### src/hdl/serial_port_pkg.sv
// Shared constants for the asynchronous serial port, framing modes 1-3.
// Assumes one system clock; timer overflows arrive as one-cycle pulses.
package serial_port_pkg;

  ////////////////////////////////////////////////////////////////////////
  // Mode codes {mode_select_high, mode_select_low}
  localparam logic [1:0] MODE_SHIFT   = 2'h0;
  localparam logic [1:0] MODE_TEN_BIT = 2'h1;
  localparam logic [1:0] MODE_FIXED   = 2'h2;
  localparam logic [1:0] MODE_TIMER   = 2'h3;

  ////////////////////////////////////////////////////////////////////////
  // Widths and depths
  localparam int          DATA_WIDTH    = 8;
  localparam int          TX_FIFO_DEPTH = 32;

  ////////////////////////////////////////////////////////////////////////
  // Bit-time counter: sixteen states, samples in states 6, 7 and 8
  localparam logic [3:0] BIT_LAST_STATE = 4'hf;
  localparam logic [3:0] SAMPLE_FIRST   = 4'h6;
  localparam logic [3:0] SAMPLE_MID     = 4'h7;
  localparam logic [3:0] SAMPLE_LAST    = 4'h8;

  ////////////////////////////////////////////////////////////////////////
  // Shift register values
  localparam logic [8:0] RX_SHIFT_PRESET = 9'h1ff;
  localparam logic [8:0] SHIFT_CLEAR     = 9'h000;
  localparam logic [7:0] TX_END_MARK     = 8'h01;

  ////////////////////////////////////////////////////////////////////////
  // Fixed-rate prescaler: 16x tick every 4 clocks, or every 2 if doubled
  localparam logic [1:0] PRESCALE_LAST = 2'h3;
  localparam logic [1:0] PRESCALE_RST  = 2'h0;

  ////////////////////////////////////////////////////////////////////////
  // Reset values
  localparam logic       LINE_IDLE  = 1'b1;
  localparam logic [7:0] DATA_RST   = 8'h00;
  localparam logic [2:0] SAMPLE_RST = 3'h0;

endpackage : serial_port_pkg

### src/hdl/tx_fifo.sv
// Synchronous FIFO with valid/ready on both sides.
// Assumes one clock; DEPTH is a power of two.
`timescale 1ns/100ps
module tx_fifo #(
  parameter int WIDTH = 8,
  parameter int DEPTH = 32
) (
  // Clock and reset
  input  wire logic             i_clk,
  input  wire logic             i_rstn,
  // Fill side
  input  wire logic             i_in_valid,
  input  wire logic [WIDTH-1:0] i_in_data,
  output logic                  o_in_ready,
  // Drain side
  output logic                  o_out_valid,
  output logic      [WIDTH-1:0] o_out_data,
  input  wire logic             i_out_ready
);

  localparam int AW = $clog2(DEPTH);

  logic [WIDTH-1:0] mem [DEPTH];
  logic [AW:0]      wr_ptr_reg;
  logic [AW:0]      rd_ptr_reg;
  logic             push;
  logic             pop;
  logic             full;
  logic             empty;

  assign full  = (wr_ptr_reg[AW] != rd_ptr_reg[AW]) &&
                 (wr_ptr_reg[AW-1:0] == rd_ptr_reg[AW-1:0]);
  assign empty = (wr_ptr_reg == rd_ptr_reg);
  assign push  = i_in_valid && !full;
  assign pop   = i_out_ready && !empty;

  assign o_in_ready  = !full;
  assign o_out_valid = !empty;
  assign o_out_data  = mem[rd_ptr_reg[AW-1:0]];

  always_ff @(posedge i_clk) begin
    if (push) begin
      mem[wr_ptr_reg[AW-1:0]] <= i_in_data;
    end
  end

  always_ff @(posedge i_clk or negedge i_rstn) begin
    if (!i_rstn) begin
      wr_ptr_reg <= '0;
      rd_ptr_reg <= '0;
    end else begin
      if (push) begin
        wr_ptr_reg <= wr_ptr_reg + 1'b1;
      end
      if (pop) begin
        rd_ptr_reg <= rd_ptr_reg + 1'b1;
      end
    end
  end

endmodule : tx_fifo

### src/hdl/serial_port.sv
// Asynchronous serial port, modes 1 (10-bit) and 2/3 (11-bit frames).
// Assumes timer overflow pulses are on I_CLK; the receive pin is async.
// Control and status bits are plain ports; flags clear by pulse inputs.
`timescale 1ns/100ps
module serial_port
  import serial_port_pkg::*;
#(
  parameter int FIFO_DEPTH = TX_FIFO_DEPTH
) (
  // Clock and reset
  input  wire logic       I_CLK,
  input  wire logic       I_RSTN,
  // Serial lines
  input  wire logic       I_RXD,
  output logic            O_TXD,
  // Mode and configuration bits
  input  wire logic       I_MODE_SELECT_HIGH,
  input  wire logic       I_MODE_SELECT_LOW,
  input  wire logic       I_MULTIPROC_FILTER,
  input  wire logic       I_RX_ENABLE_BIT,
  input  wire logic       I_TX_NINTH_BIT,
  input  wire logic       I_BAUD_DOUBLER,
  input  wire logic       I_TX_TIMER2_SELECT,
  input  wire logic       I_RX_TIMER2_SELECT,
  // Timer overflow pulses
  input  wire logic       I_TIMER1_OVF,
  input  wire logic       I_TIMER2_OVF,
  // Transmit data writes
  input  wire logic       I_TX_WRITE,
  input  wire logic [7:0] I_TX_DATA,
  output logic            O_TX_READY,
  // Receive buffer and flags
  output logic [7:0]      O_TX_RX_BUFFER,
  output logic            O_RX_NINTH_BIT,
  output logic            O_RX_DONE_FLAG,
  output logic            O_TX_DONE_FLAG,
  input  wire logic       I_RX_DONE_CLR,
  input  wire logic       I_TX_DONE_CLR,
  // Status
  output logic            O_TX_ACTIVE,
  output logic            O_RX_BUSY
);

  ////////////////////////////////////////////////////////////////////////
  // Helpers

  function automatic logic pick_tick(
    input logic [1:0] mode,
    input logic       t2_sel,
    input logic       fixed_tick,
    input logic       t1_tick,
    input logic       t2_tick
  );
    logic t;
    t = 1'b0;
    if (mode == MODE_FIXED) begin
      t = fixed_tick;
    end else if (mode != MODE_SHIFT) begin
      t = t2_sel ? t2_tick : t1_tick;
    end
    return t;
  endfunction : pick_tick

  function automatic logic [7:0] reverse8(input logic [7:0] v);
    logic [7:0] r;
    r = DATA_RST;
    for (int i = 0; i < 8; i++) begin
      r[i] = v[7 - i];
    end
    return r;
  endfunction : reverse8

  typedef enum logic [1:0] {
    TX_IDLE,
    TX_WAIT,
    TX_START,
    TX_DATA
  } tx_state_e;

  typedef enum logic [1:0] {
    RX_IDLE,
    RX_BITS,
    RX_TAIL
  } rx_state_e;

  logic [1:0] mode;
  logic       eleven_bit;

  assign mode       = {I_MODE_SELECT_HIGH, I_MODE_SELECT_LOW};
  assign eleven_bit = I_MODE_SELECT_HIGH;

  ////////////////////////////////////////////////////////////////////////
  // Baud tick generation

  logic [1:0] prescale_reg;
  logic       t1_half_reg;
  logic       fixed_tick;
  logic       t1_tick;
  logic       tx_tick;
  logic       rx_tick;

  always_ff @(posedge I_CLK or negedge I_RSTN) begin
    if (!I_RSTN) begin
      prescale_reg <= PRESCALE_RST;
    end else begin
      prescale_reg <= prescale_reg + 2'h1;
    end
  end

  always_ff @(posedge I_CLK or negedge I_RSTN) begin
    if (!I_RSTN) begin
      t1_half_reg <= 1'b0;
    end else if (I_TIMER1_OVF) begin
      t1_half_reg <= !t1_half_reg;
    end
  end

  // 16x tick: osc/4 normally, osc/2 doubled
  assign fixed_tick = I_BAUD_DOUBLER ? prescale_reg[0]
                                     : (prescale_reg == PRESCALE_LAST);
  // Every other overflow unless doubled
  assign t1_tick = I_TIMER1_OVF && (I_BAUD_DOUBLER || t1_half_reg);

  assign tx_tick = pick_tick(mode, I_TX_TIMER2_SELECT, fixed_tick,
                             t1_tick, I_TIMER2_OVF);
  assign rx_tick = pick_tick(mode, I_RX_TIMER2_SELECT, fixed_tick,
                             t1_tick, I_TIMER2_OVF);

  ////////////////////////////////////////////////////////////////////////
  // Transmit FIFO

  logic       fifo_valid;
  logic [7:0] fifo_data;
  logic       fifo_pop;

  tx_fifo #(
    .WIDTH (DATA_WIDTH),
    .DEPTH (FIFO_DEPTH)
  ) u_tx_fifo (
    .i_clk       (I_CLK),
    .i_rstn      (I_RSTN),
    .i_in_valid  (I_TX_WRITE),
    .i_in_data   (I_TX_DATA),
    .o_in_ready  (O_TX_READY),
    .o_out_valid (fifo_valid),
    .o_out_data  (fifo_data),
    .i_out_ready (fifo_pop)
  );

  ////////////////////////////////////////////////////////////////////////
  // Transmitter

  tx_state_e  tx_state_reg;
  logic [3:0] tx_cnt_reg;
  logic [8:0] tx_shift_reg;
  logic       tx_shifted_reg;
  logic       tx_done_reg;
  logic       txd_reg;
  logic       tx_roll;
  logic       tx_final;

  assign fifo_pop = (tx_state_reg == TX_IDLE) && fifo_valid &&
                    (mode != MODE_SHIFT);
  assign tx_roll  = tx_tick && (tx_cnt_reg == BIT_LAST_STATE);
  assign tx_final = tx_shifted_reg &&
                    (tx_shift_reg[8:1] == TX_END_MARK);

  // Free-running divide-by-16; bit times follow its rollovers
  always_ff @(posedge I_CLK or negedge I_RSTN) begin
    if (!I_RSTN) begin
      tx_cnt_reg <= 4'h0;
    end else if (tx_tick) begin
      tx_cnt_reg <= tx_cnt_reg + 4'h1;
    end
  end

  always_ff @(posedge I_CLK or negedge I_RSTN) begin
    if (!I_RSTN) begin
      tx_state_reg   <= TX_IDLE;
      tx_shift_reg   <= SHIFT_CLEAR;
      tx_shifted_reg <= 1'b0;
    end else begin
      case (tx_state_reg)
        TX_IDLE: begin
          if (fifo_pop) begin
            // Ninth position: stop one, or the programmed ninth bit
            tx_shift_reg   <= {eleven_bit ? I_TX_NINTH_BIT : 1'b1,
                               fifo_data};
            tx_shifted_reg <= 1'b0;
            tx_state_reg   <= TX_WAIT;
          end
        end
        TX_WAIT: begin
          if (tx_roll) begin
            tx_state_reg <= TX_START;
          end
        end
        TX_START: begin
          if (tx_roll) begin
            tx_state_reg <= TX_DATA;
          end
        end
        TX_DATA: begin
          if (tx_roll) begin
            tx_shifted_reg <= 1'b1;
            if (!tx_shifted_reg && eleven_bit) begin
              tx_shift_reg <= {1'b1, tx_shift_reg[8:1]};
            end else begin
              tx_shift_reg <= {1'b0, tx_shift_reg[8:1]};
            end
            if (tx_final) begin
              tx_state_reg <= TX_IDLE;
            end
          end
        end
        default: begin
          tx_state_reg <= TX_IDLE;
        end
      endcase
    end
  end

  // Line: start low, then shifter output, high otherwise
  always_ff @(posedge I_CLK or negedge I_RSTN) begin
    if (!I_RSTN) begin
      txd_reg <= LINE_IDLE;
    end else begin
      case (tx_state_reg)
        TX_START: txd_reg <= 1'b0;
        TX_DATA:  txd_reg <= tx_shift_reg[0];
        default:  txd_reg <= LINE_IDLE;
      endcase
    end
  end

  // Done flag: set wins over clear
  always_ff @(posedge I_CLK or negedge I_RSTN) begin
    if (!I_RSTN) begin
      tx_done_reg <= 1'b0;
    end else if ((tx_state_reg == TX_DATA) && tx_roll && tx_final) begin
      tx_done_reg <= 1'b1;
    end else if (I_TX_DONE_CLR) begin
      tx_done_reg <= 1'b0;
    end
  end

  ////////////////////////////////////////////////////////////////////////
  // Receive pin synchroniser and edge detector

  logic rxd_meta_reg;
  logic rxd_sync_reg;
  logic rxd_prev_reg;
  logic rxd_fall;

  always_ff @(posedge I_CLK or negedge I_RSTN) begin
    if (!I_RSTN) begin
      rxd_meta_reg <= LINE_IDLE;
      rxd_sync_reg <= LINE_IDLE;
      rxd_prev_reg <= LINE_IDLE;
    end else begin
      rxd_meta_reg <= I_RXD;
      rxd_sync_reg <= rxd_meta_reg;
      rxd_prev_reg <= rxd_sync_reg;
    end
  end

  assign rxd_fall = rxd_prev_reg && !rxd_sync_reg;

  ////////////////////////////////////////////////////////////////////////
  // Receiver

  rx_state_e  rx_state_reg;
  logic [3:0] rx_cnt_reg;
  logic [2:0] rx_samp_reg;
  logic [8:0] rx_shift_reg;
  logic       rx_first_reg;
  logic       rx_roll;
  logic       rx_bit;
  logic       rx_start;
  logic       rx_last;
  logic       rx_accept;
  logic       rx_load;
  logic [7:0] rx_buf_reg;
  logic       rx_ninth_reg;
  logic       rx_done_reg;

  assign rx_start = (rx_state_reg == RX_IDLE) && rxd_fall &&
                    I_RX_ENABLE_BIT && (mode != MODE_SHIFT);
  assign rx_roll  = rx_tick && (rx_cnt_reg == BIT_LAST_STATE);
  // Two of three samples decide
  assign rx_bit   = (rx_samp_reg[0] & rx_samp_reg[1]) |
                    (rx_samp_reg[1] & rx_samp_reg[2]) |
                    (rx_samp_reg[0] & rx_samp_reg[2]);
  // Start bit reached the leftmost position
  assign rx_last  = !rx_shift_reg[8];
  // Final bit is stop in 10-bit mode, ninth bit otherwise
  assign rx_accept = (!I_MULTIPROC_FILTER || rx_bit) &&
                     !rx_done_reg;
  assign rx_load  = (rx_state_reg == RX_BITS) && rx_roll &&
                    !rx_first_reg && rx_last && rx_accept;

  always_ff @(posedge I_CLK or negedge I_RSTN) begin
    if (!I_RSTN) begin
      rx_cnt_reg <= 4'h0;
    end else if (rx_start) begin
      rx_cnt_reg <= 4'h0;
    end else if (rx_tick) begin
      rx_cnt_reg <= rx_cnt_reg + 4'h1;
    end
  end

  // Samples in the 7th, 8th and 9th counter states
  always_ff @(posedge I_CLK or negedge I_RSTN) begin
    if (!I_RSTN) begin
      rx_samp_reg <= SAMPLE_RST;
    end else if (rx_tick) begin
      case (rx_cnt_reg)
        SAMPLE_FIRST: rx_samp_reg[0] <= rxd_sync_reg;
        SAMPLE_MID:   rx_samp_reg[1] <= rxd_sync_reg;
        SAMPLE_LAST:  rx_samp_reg[2] <= rxd_sync_reg;
        default:      rx_samp_reg    <= rx_samp_reg;
      endcase
    end
  end

  always_ff @(posedge I_CLK or negedge I_RSTN) begin
    if (!I_RSTN) begin
      rx_state_reg <= RX_IDLE;
      rx_shift_reg <= RX_SHIFT_PRESET;
      rx_first_reg <= 1'b0;
    end else begin
      case (rx_state_reg)
        RX_IDLE: begin
          if (rx_start) begin
            rx_shift_reg <= RX_SHIFT_PRESET;
            rx_first_reg <= 1'b1;
            rx_state_reg <= RX_BITS;
          end
        end
        RX_BITS: begin
          if (rx_roll) begin
            rx_first_reg <= 1'b0;
            if (rx_first_reg && rx_bit) begin
              rx_state_reg <= RX_IDLE;
            end else if (!rx_first_reg && rx_last) begin
              rx_shift_reg <= RX_SHIFT_PRESET;
              // 11-bit frames let the stop bit pass unchecked
              rx_state_reg <= eleven_bit ? RX_TAIL
                                         : RX_IDLE;
            end else begin
              rx_shift_reg <= {rx_shift_reg[7:0], rx_bit};
            end
          end
        end
        RX_TAIL: begin
          if (rx_roll) begin
            rx_state_reg <= RX_IDLE;
          end
        end
        default: begin
          rx_state_reg <= RX_IDLE;
        end
      endcase
    end
  end

  // Buffer and ninth bit load only when the frame is accepted
  always_ff @(posedge I_CLK or negedge I_RSTN) begin
    if (!I_RSTN) begin
      rx_buf_reg   <= DATA_RST;
      rx_ninth_reg <= 1'b0;
    end else if (rx_load) begin
      rx_buf_reg   <= reverse8(rx_shift_reg[7:0]);
      rx_ninth_reg <= rx_bit;
    end
  end

  // Done flag: set wins over clear
  always_ff @(posedge I_CLK or negedge I_RSTN) begin
    if (!I_RSTN) begin
      rx_done_reg <= 1'b0;
    end else if (rx_load) begin
      rx_done_reg <= 1'b1;
    end else if (I_RX_DONE_CLR) begin
      rx_done_reg <= 1'b0;
    end
  end

  ////////////////////////////////////////////////////////////////////////
  // Outputs

  assign O_TXD          = txd_reg;
  assign O_TX_RX_BUFFER = rx_buf_reg;
  assign O_RX_NINTH_BIT = rx_ninth_reg;
  assign O_RX_DONE_FLAG = rx_done_reg;
  assign O_TX_DONE_FLAG = tx_done_reg;
  assign O_TX_ACTIVE    = (tx_state_reg == TX_START) ||
                          (tx_state_reg == TX_DATA);
  assign O_RX_BUSY      = (rx_state_reg != RX_IDLE);

endmodule : serial_port

### config.mk
export PLATFORM = sky130hd
export DESIGN_NAME = serial_port
export DESIGN_NICKNAME = d
export VERILOG_FILES = /design/src/hdl/serial_port_pkg.sv /design/src/hdl/tx_fifo.sv /design/src/hdl/serial_port.sv
export SDC_FILE = /design/constraint.sdc
export NUM_CORES = 1
export LEC_CHECK = 0
export ABC_AREA = 1
export BUFFER_PORTS_ARGS = -buffer_cell sky130_fd_sc_hd__buf_2
export CORE_MARGIN = 5
export CORE_UTILIZATION = 35
export DETAILED_ROUTE_END_ITERATION = 12
export PLACE_DENSITY = 0.47
export SETUP_SLACK_MARGIN = 0.05
export SYNTH_ARGS = -nofsm -noshare
export SYNTH_HDL_FRONTEND = slang
export SYNTH_HIERARCHICAL = 1
export SYNTH_SLANG_ARGS = --single-unit
### constraint.sdc
create_clock -name I_CLK -period 4.2 [get_ports I_CLK]
set_input_delay 1.05 -clock I_CLK [delete_from_list [all_inputs] [get_ports I_CLK]]
set_output_delay 1.05 -clock I_CLK [all_outputs]
set_load 0.02 [all_outputs]
# --- Word level (Yosys, flattened, before mapping) ---
# Memory sizes are Yosys's and may differ from the RTL's.
# Index checks and enable logic that the tools add are counted.
word_totals:
  n_memories: 1
  word_cells: 157
  in_bits: 24
  ff_bits: 65
  ramBits: 256
mem_list:
  columns: ["name", "depth", "word_bits", "read_ports", "rd_ports_with_merged_regs", "write_ports", "line_no", "text"]
  rows:
  - ["u_tx_fifo.mem", 32, 8, 1, 0, 1, "tx_fifo.sv:23", "logic [WIDTH-1:0] mem [DEPTH];"]
op_classes:
  bitwise_logic: 5
  mux: 45
  addsub: 5
  eq_ne: 26
  reduce_logical: 52
op_table:
  columns: ["operator", "count"]
  rows:
  - ["9-bit two-way mux", 7]
  - ["9-bit one-hot mux with 2 select lines", 2]
  - ["1-bit logical AND", 23]
  - ["2-bit two-way mux", 11]
  - ["1-bit two-way mux", 18]
  - ["2-bit inequality test (second input constant)", 8]
  - ["2-bit nonzero test", 7]
  - ["6-bit by 1-bit adder with 6-bit output (second input constant)", 2]
  - ["4-bit == test (second input constant)", 3]
  - ["2-bit == test (second input constant)", 5]
  - ["1-bit zero test", 9]
  - ["4-bit by 1-bit adder with 4-bit output (second input constant)", 2]
  - ["4-bit by 3-bit == test with 1-bit output (second input constant)", 2]
  - ["8-bit by 1-bit == test with 1-bit output (second input constant)", 1]
  - ["4-bit two-way mux", 2]
  - ["2-bit one-hot mux with 4 select lines", 1]
  - ["4-bit AND reduction", 2]
  - ["6-bit == test", 1]
  - ["1-bit one-hot mux with 2 select lines", 3]
  - ["2-bit one-hot mux with 3 select lines", 1]
  - ["2-bit AND reduction", 3]
  - ["3-bit AND reduction", 2]
  - ["5-bit == test", 1]
  - ["5-bit AND reduction", 1]
  - ["other kinds (9)", 16]

# --- Logic depth before layout (Yosys ltp) ---
depth:
  word_depth: 11
  depth_mapped: 13
  depth_no_buf: 11

# --- Cells and area by module ---
# The synthesis kept the hierarchy.
by_module_without_submodules:
  columns: ["module", "cells_per_inst", "seq_area_each_um2", "area_per_inst_um2", "n_inst"]
  rows:
  - ["tx_fifo", 1032, 7987.7, 11275.8, 1]
  - ["serial_port", 329, 1342.5, 2861.5, 1]

# --- Least setup slack after synthesis ---
# No wires, ideal clock.
synth_path:
  path_kind: "register to output"
  from: "register tx_state_reg[0]"
  to: "output O_TX_ACTIVE"
  setup_slack_ns: 1.787
  n_path_buf: 2
  required_time_ns: 3.150
  t_arrival_ns: 1.363
  stages_incl_launch_ff: 6
  cell_sequence: "dfrtp_1 -> ha_1 -> buf_2 -> inv_1 -> clkbuf_1 -> nand2_1"
synth_via:
  elab_chain_cells: 2
synth_lines:
  columns: ["element", "line_no", "text"]
  rows:
  - ["start: declaration", "serial_port.sv:153", "tx_state_e tx_state_reg;"]
  - ["start signal: assignment", "serial_port.sv:179", "tx_state_reg <= TX_IDLE;"]
  - ["start signal: assignment", "serial_port.sv:190", "tx_state_reg <= TX_WAIT;"]
  - ["start signal: assignment", "serial_port.sv:195", "tx_state_reg <= TX_START;"]
  - ["2-bit == test, on equally long branches", "serial_port.sv:397, serial_port.sv:398", null]
  - ["1-bit logical OR (*)", "serial_port.sv:397", "assign O_TX_ACTIVE = (tx_state_reg == TX_START) ||"]
  - ["end: declaration", "serial_port.sv:40", "output logic O_TX_ACTIVE,"]
# Mark *: on every way between the ends. The rest lies on a longest branch, timed or not.

# --- Worst setup path in the final report ---
layout_path:
  from: "register u_tx_fifo.rd_ptr_reg[2]"
  to: "output O_TX_READY"
layout_via:
  elab_chain_cells: 3
layout_lines:
  columns: ["element", "line_no", "text"]
  rows:
  - ["start: declaration", "tx_fifo.sv:25", "logic [AW:0] rd_ptr_reg;"]
  - ["start signal: assignment", "tx_fifo.sv:56", "rd_ptr_reg <= rd_ptr_reg + 1'b1;"]
  - ["5-bit == test", "tx_fifo.sv:32", "(wr_ptr_reg[AW-1:0] == rd_ptr_reg[AW-1:0]);"]
  - ["1-bit logical AND", "tx_fifo.sv:31", "assign full = (wr_ptr_reg[AW] != rd_ptr_reg[AW]) &&"]
  - ["1-bit zero test", "tx_fifo.sv:37", "assign o_in_ready = !full;"]
  - ["end: declaration", "serial_port.sv:31", "output logic O_TX_READY,"]
# No other way between the ends.

==> impl_metrics.tcl <==
set metrics [dict create \
    p_per_area_mw_per_mm2 665.0 \
    post_cts_buffers 0 \
    dr.pass1.iters 5 \
    path_clk_slew_ps 60 \
    start_kind "register" \
    routed_via_density 4.942 \
    post-synth-top-area-cell "edfxtp_1" \
    leakagePower_uw 0.006401 \
    core_area_mm2 0.03982 \
    cts_made_buffers 37 \
    status "finished clean" \
    hold_path_startpoint "rxd_meta_reg" \
    antenna_left 0 \
    wl_met2_um 17060 \
    seq_area_mm2 0.009334 \
    cp.arrival_ps 2100 \
    reg2reg_from "u_tx_fifo/rd_ptr_reg[0]" \
    routed_wl_um 37010 \
    grt_pass1_vias 9393 \
    path_max_fanout 34 \
    ys_seq_area_frac 0.6600 \
    crit_path_end_kind "output pin" \
    synth_cell_types 41 \
    stdcell_count 1937 \
    setup_violations 0 \
    fin_skew_ps 24.42 \
    slew_viol_final 0 \
    fin_crit_sh 0.7510 \
    grt_max_degree 89 \
    die_w_um 211.0 \
    crit_type "register to output pin" \
    num_io_pins 39 \
    crit_required_ps 3150 \
    topRoutingLayerUsed "met4" \
    root_buffer "clkbuf_16" \
    grt_first_pass_wirelength_um 56390 \
    ir_worst_vdd_v 0.0002748 \
    clock-sinks 321 \
    hpwlAfterDp_um 23050 \
    synthArstFlopShare 0.2025 \
    numPlacedInstances 1872 \
    post-route-drc-count 0 \
    cts.path.max_buffers 3 \
    drive_above_1_share 0.1176 \
    syn_area_mm2 0.01414 \
    maxCapViolCount 0 \
    hold_viol 0 \
    cts_hold_buf 0 \
    whs_ps 350.8 \
    startpoint "u_tx_fifo/rd_ptr_reg[2]" \
    cts-resized-gates 0 \
    die-area_mm2 0.04451 \
    synthFlopType "edfxtp_1" \
    multi_input_area_mm2 0.004324 \
    place.gp.congestion 0.8208 \
    met3_length_um 1880 \
    area_growth_pct 12.69 \
    rsz0062_at_grt "no" \
    n_antenna_cell 0 \
    rows 73 \
    relSlewSlack 0.3421 \
    cts_tree "done" \
    fillers 3919 \
    gr-total-overflow 0 \
    fmax_mhz 317.1 \
    drtIter0Drc 788 \
    hold_path_class "register to register" \
    die_h_um 211.0 \
    max_slew.worst_pin.slew_ps 979.3 \
    portBuffers 38 \
    synthCells 1361 \
    vias 9573 \
    wl_met1_um 17270 \
    synth_area_leaders "edfxtp_1, nand2_1, dfrtp_1" \
    avgSynthCellArea_um2 10.39 \
    track_usage 0.1657 \
    syn_nets 1399 \
    synth_top_area_frac 0.5438 \
    antenna_found_initial 0 \
    ctsHtreeMaxLevel 2 \
    finalSetupTns_ps 0 \
    final_net_count 1424 \
    period_needed_ps 3154 \
    clock_latency_ps 550 \
    synth_edf_count 256 \
    start_util 0.3550 \
    largest_reg_flops 256 \
    routedWlPerCell_um 19.10 \
    yosys_register_bits 321 \
    ys_warn_count 6 \
]
[worst paths after layout]
path / to / slack (ps) / cells past startpoint
max in group asynchronous: u_tx_fifo/rd_ptr_reg[0] / 2860 / 2
hold reg to reg: rxd_sync_reg / 350 / 0
min in group asynchronous: tx_cnt_reg[2] / 690 / 2
setup reg to reg: tx_shift_reg[1] / 1250 / 12
hold / removal: rxd_sync_reg / 350 / 0
setup / recovery: O_TX_READY / 1050 / 6
[power by group]
part / internal (uW) / switching [uW]
Clock: 1810 / 1270
Sequential: 3820 / 261
Combinational: 959 / 2470
[metal layers]
layer  GRT usage  vias to the layer above
li1            -                     4629
met1      0.2363                     4672
met2      0.2622                      221
met3     0.02956                       51
met4     0.04583                        0
met5           0                        -
[synthesized netlist by cell type (3+ instances only)]
library cell / number
a21oi_1: 37
buf_1: 8
buf_2: 28
buf_6: 5
clkbuf_1: 21
dfrtp_1: 52
dfstp_2: 13
edfxtp_1: 256
ha_1: 14
inv_1: 33
inv_2: 12
nand2_1: 553
nand2_2: 3
nand2_4: 8
nand3_1: 178
nand3_2: 11
nand4_1: 16
nor2_1: 50
nor2_2: 4
nor3_1: 5
o21ai_0: 9
o21ai_1: 4
or2_1: 9
xor2_1: 9
[worst max-delay path, cell delays in order (launching register included)]
cell     delay [ps]
dfrtp_1         440
inv_2           500
nand2_1         100
nand2_1         100
nor2_2           60
nand4_4         130
buf_2           220
[final cells by class]
| type | count | area share |
|---|---|---|
| flip-flops and latches | 321 | 0.5859 |
| multi-input cells | 931 | 0.2714 |
| clock buffers | 45 | 0.06000 |
| well taps | 525 | 0.04123 |
| repair buffers | 49 | 0.01791 |
| clock inverters | 20 | 0.01257 |
| inverters | 46 | 0.01100 |
[per-stage QoR]
stage	area, um^2	setup WS [ps]	total power [uW]	utilization
CTS	15930	999.1	10720	0.4001
global route	15930	887.3	11270	0.4001
detailed placement	14780	1296	7588	0.3710
global placement	14780	1293	7598	0.3710
floorplan	14140	1787	6468	-
finish	15930	1046	10590	0.4001
[placed cells by master, fill, tap and decap left out, types with 10 or more instances in the layout]
cell type / instances
inv_2: 11
ha_1: 14
nand4_1: 16
nand3_1: 178
buf_2: 38
inv_1: 33
a21oi_1: 37
nand3_2: 11
dfrtp_1: 51
nand2_1: 553
clkbuf_16: 37
buf_4: 10
dfstp_2: 13
nor2_1: 49
edfxtp_1: 256
[cell families after synthesis]
family                     share of synthesized area
AOI/OAI and AO/OA                            0.02124
muxes                                      0.0007965
and+or+nand+nor                               0.2644
DFF                                           0.6600
xor gates and xnor gates                    0.006815
adders and majority gates                    0.01239
buffers and inverters                        0.03434
Note: power is estimated with default switching activity, not from simulation.
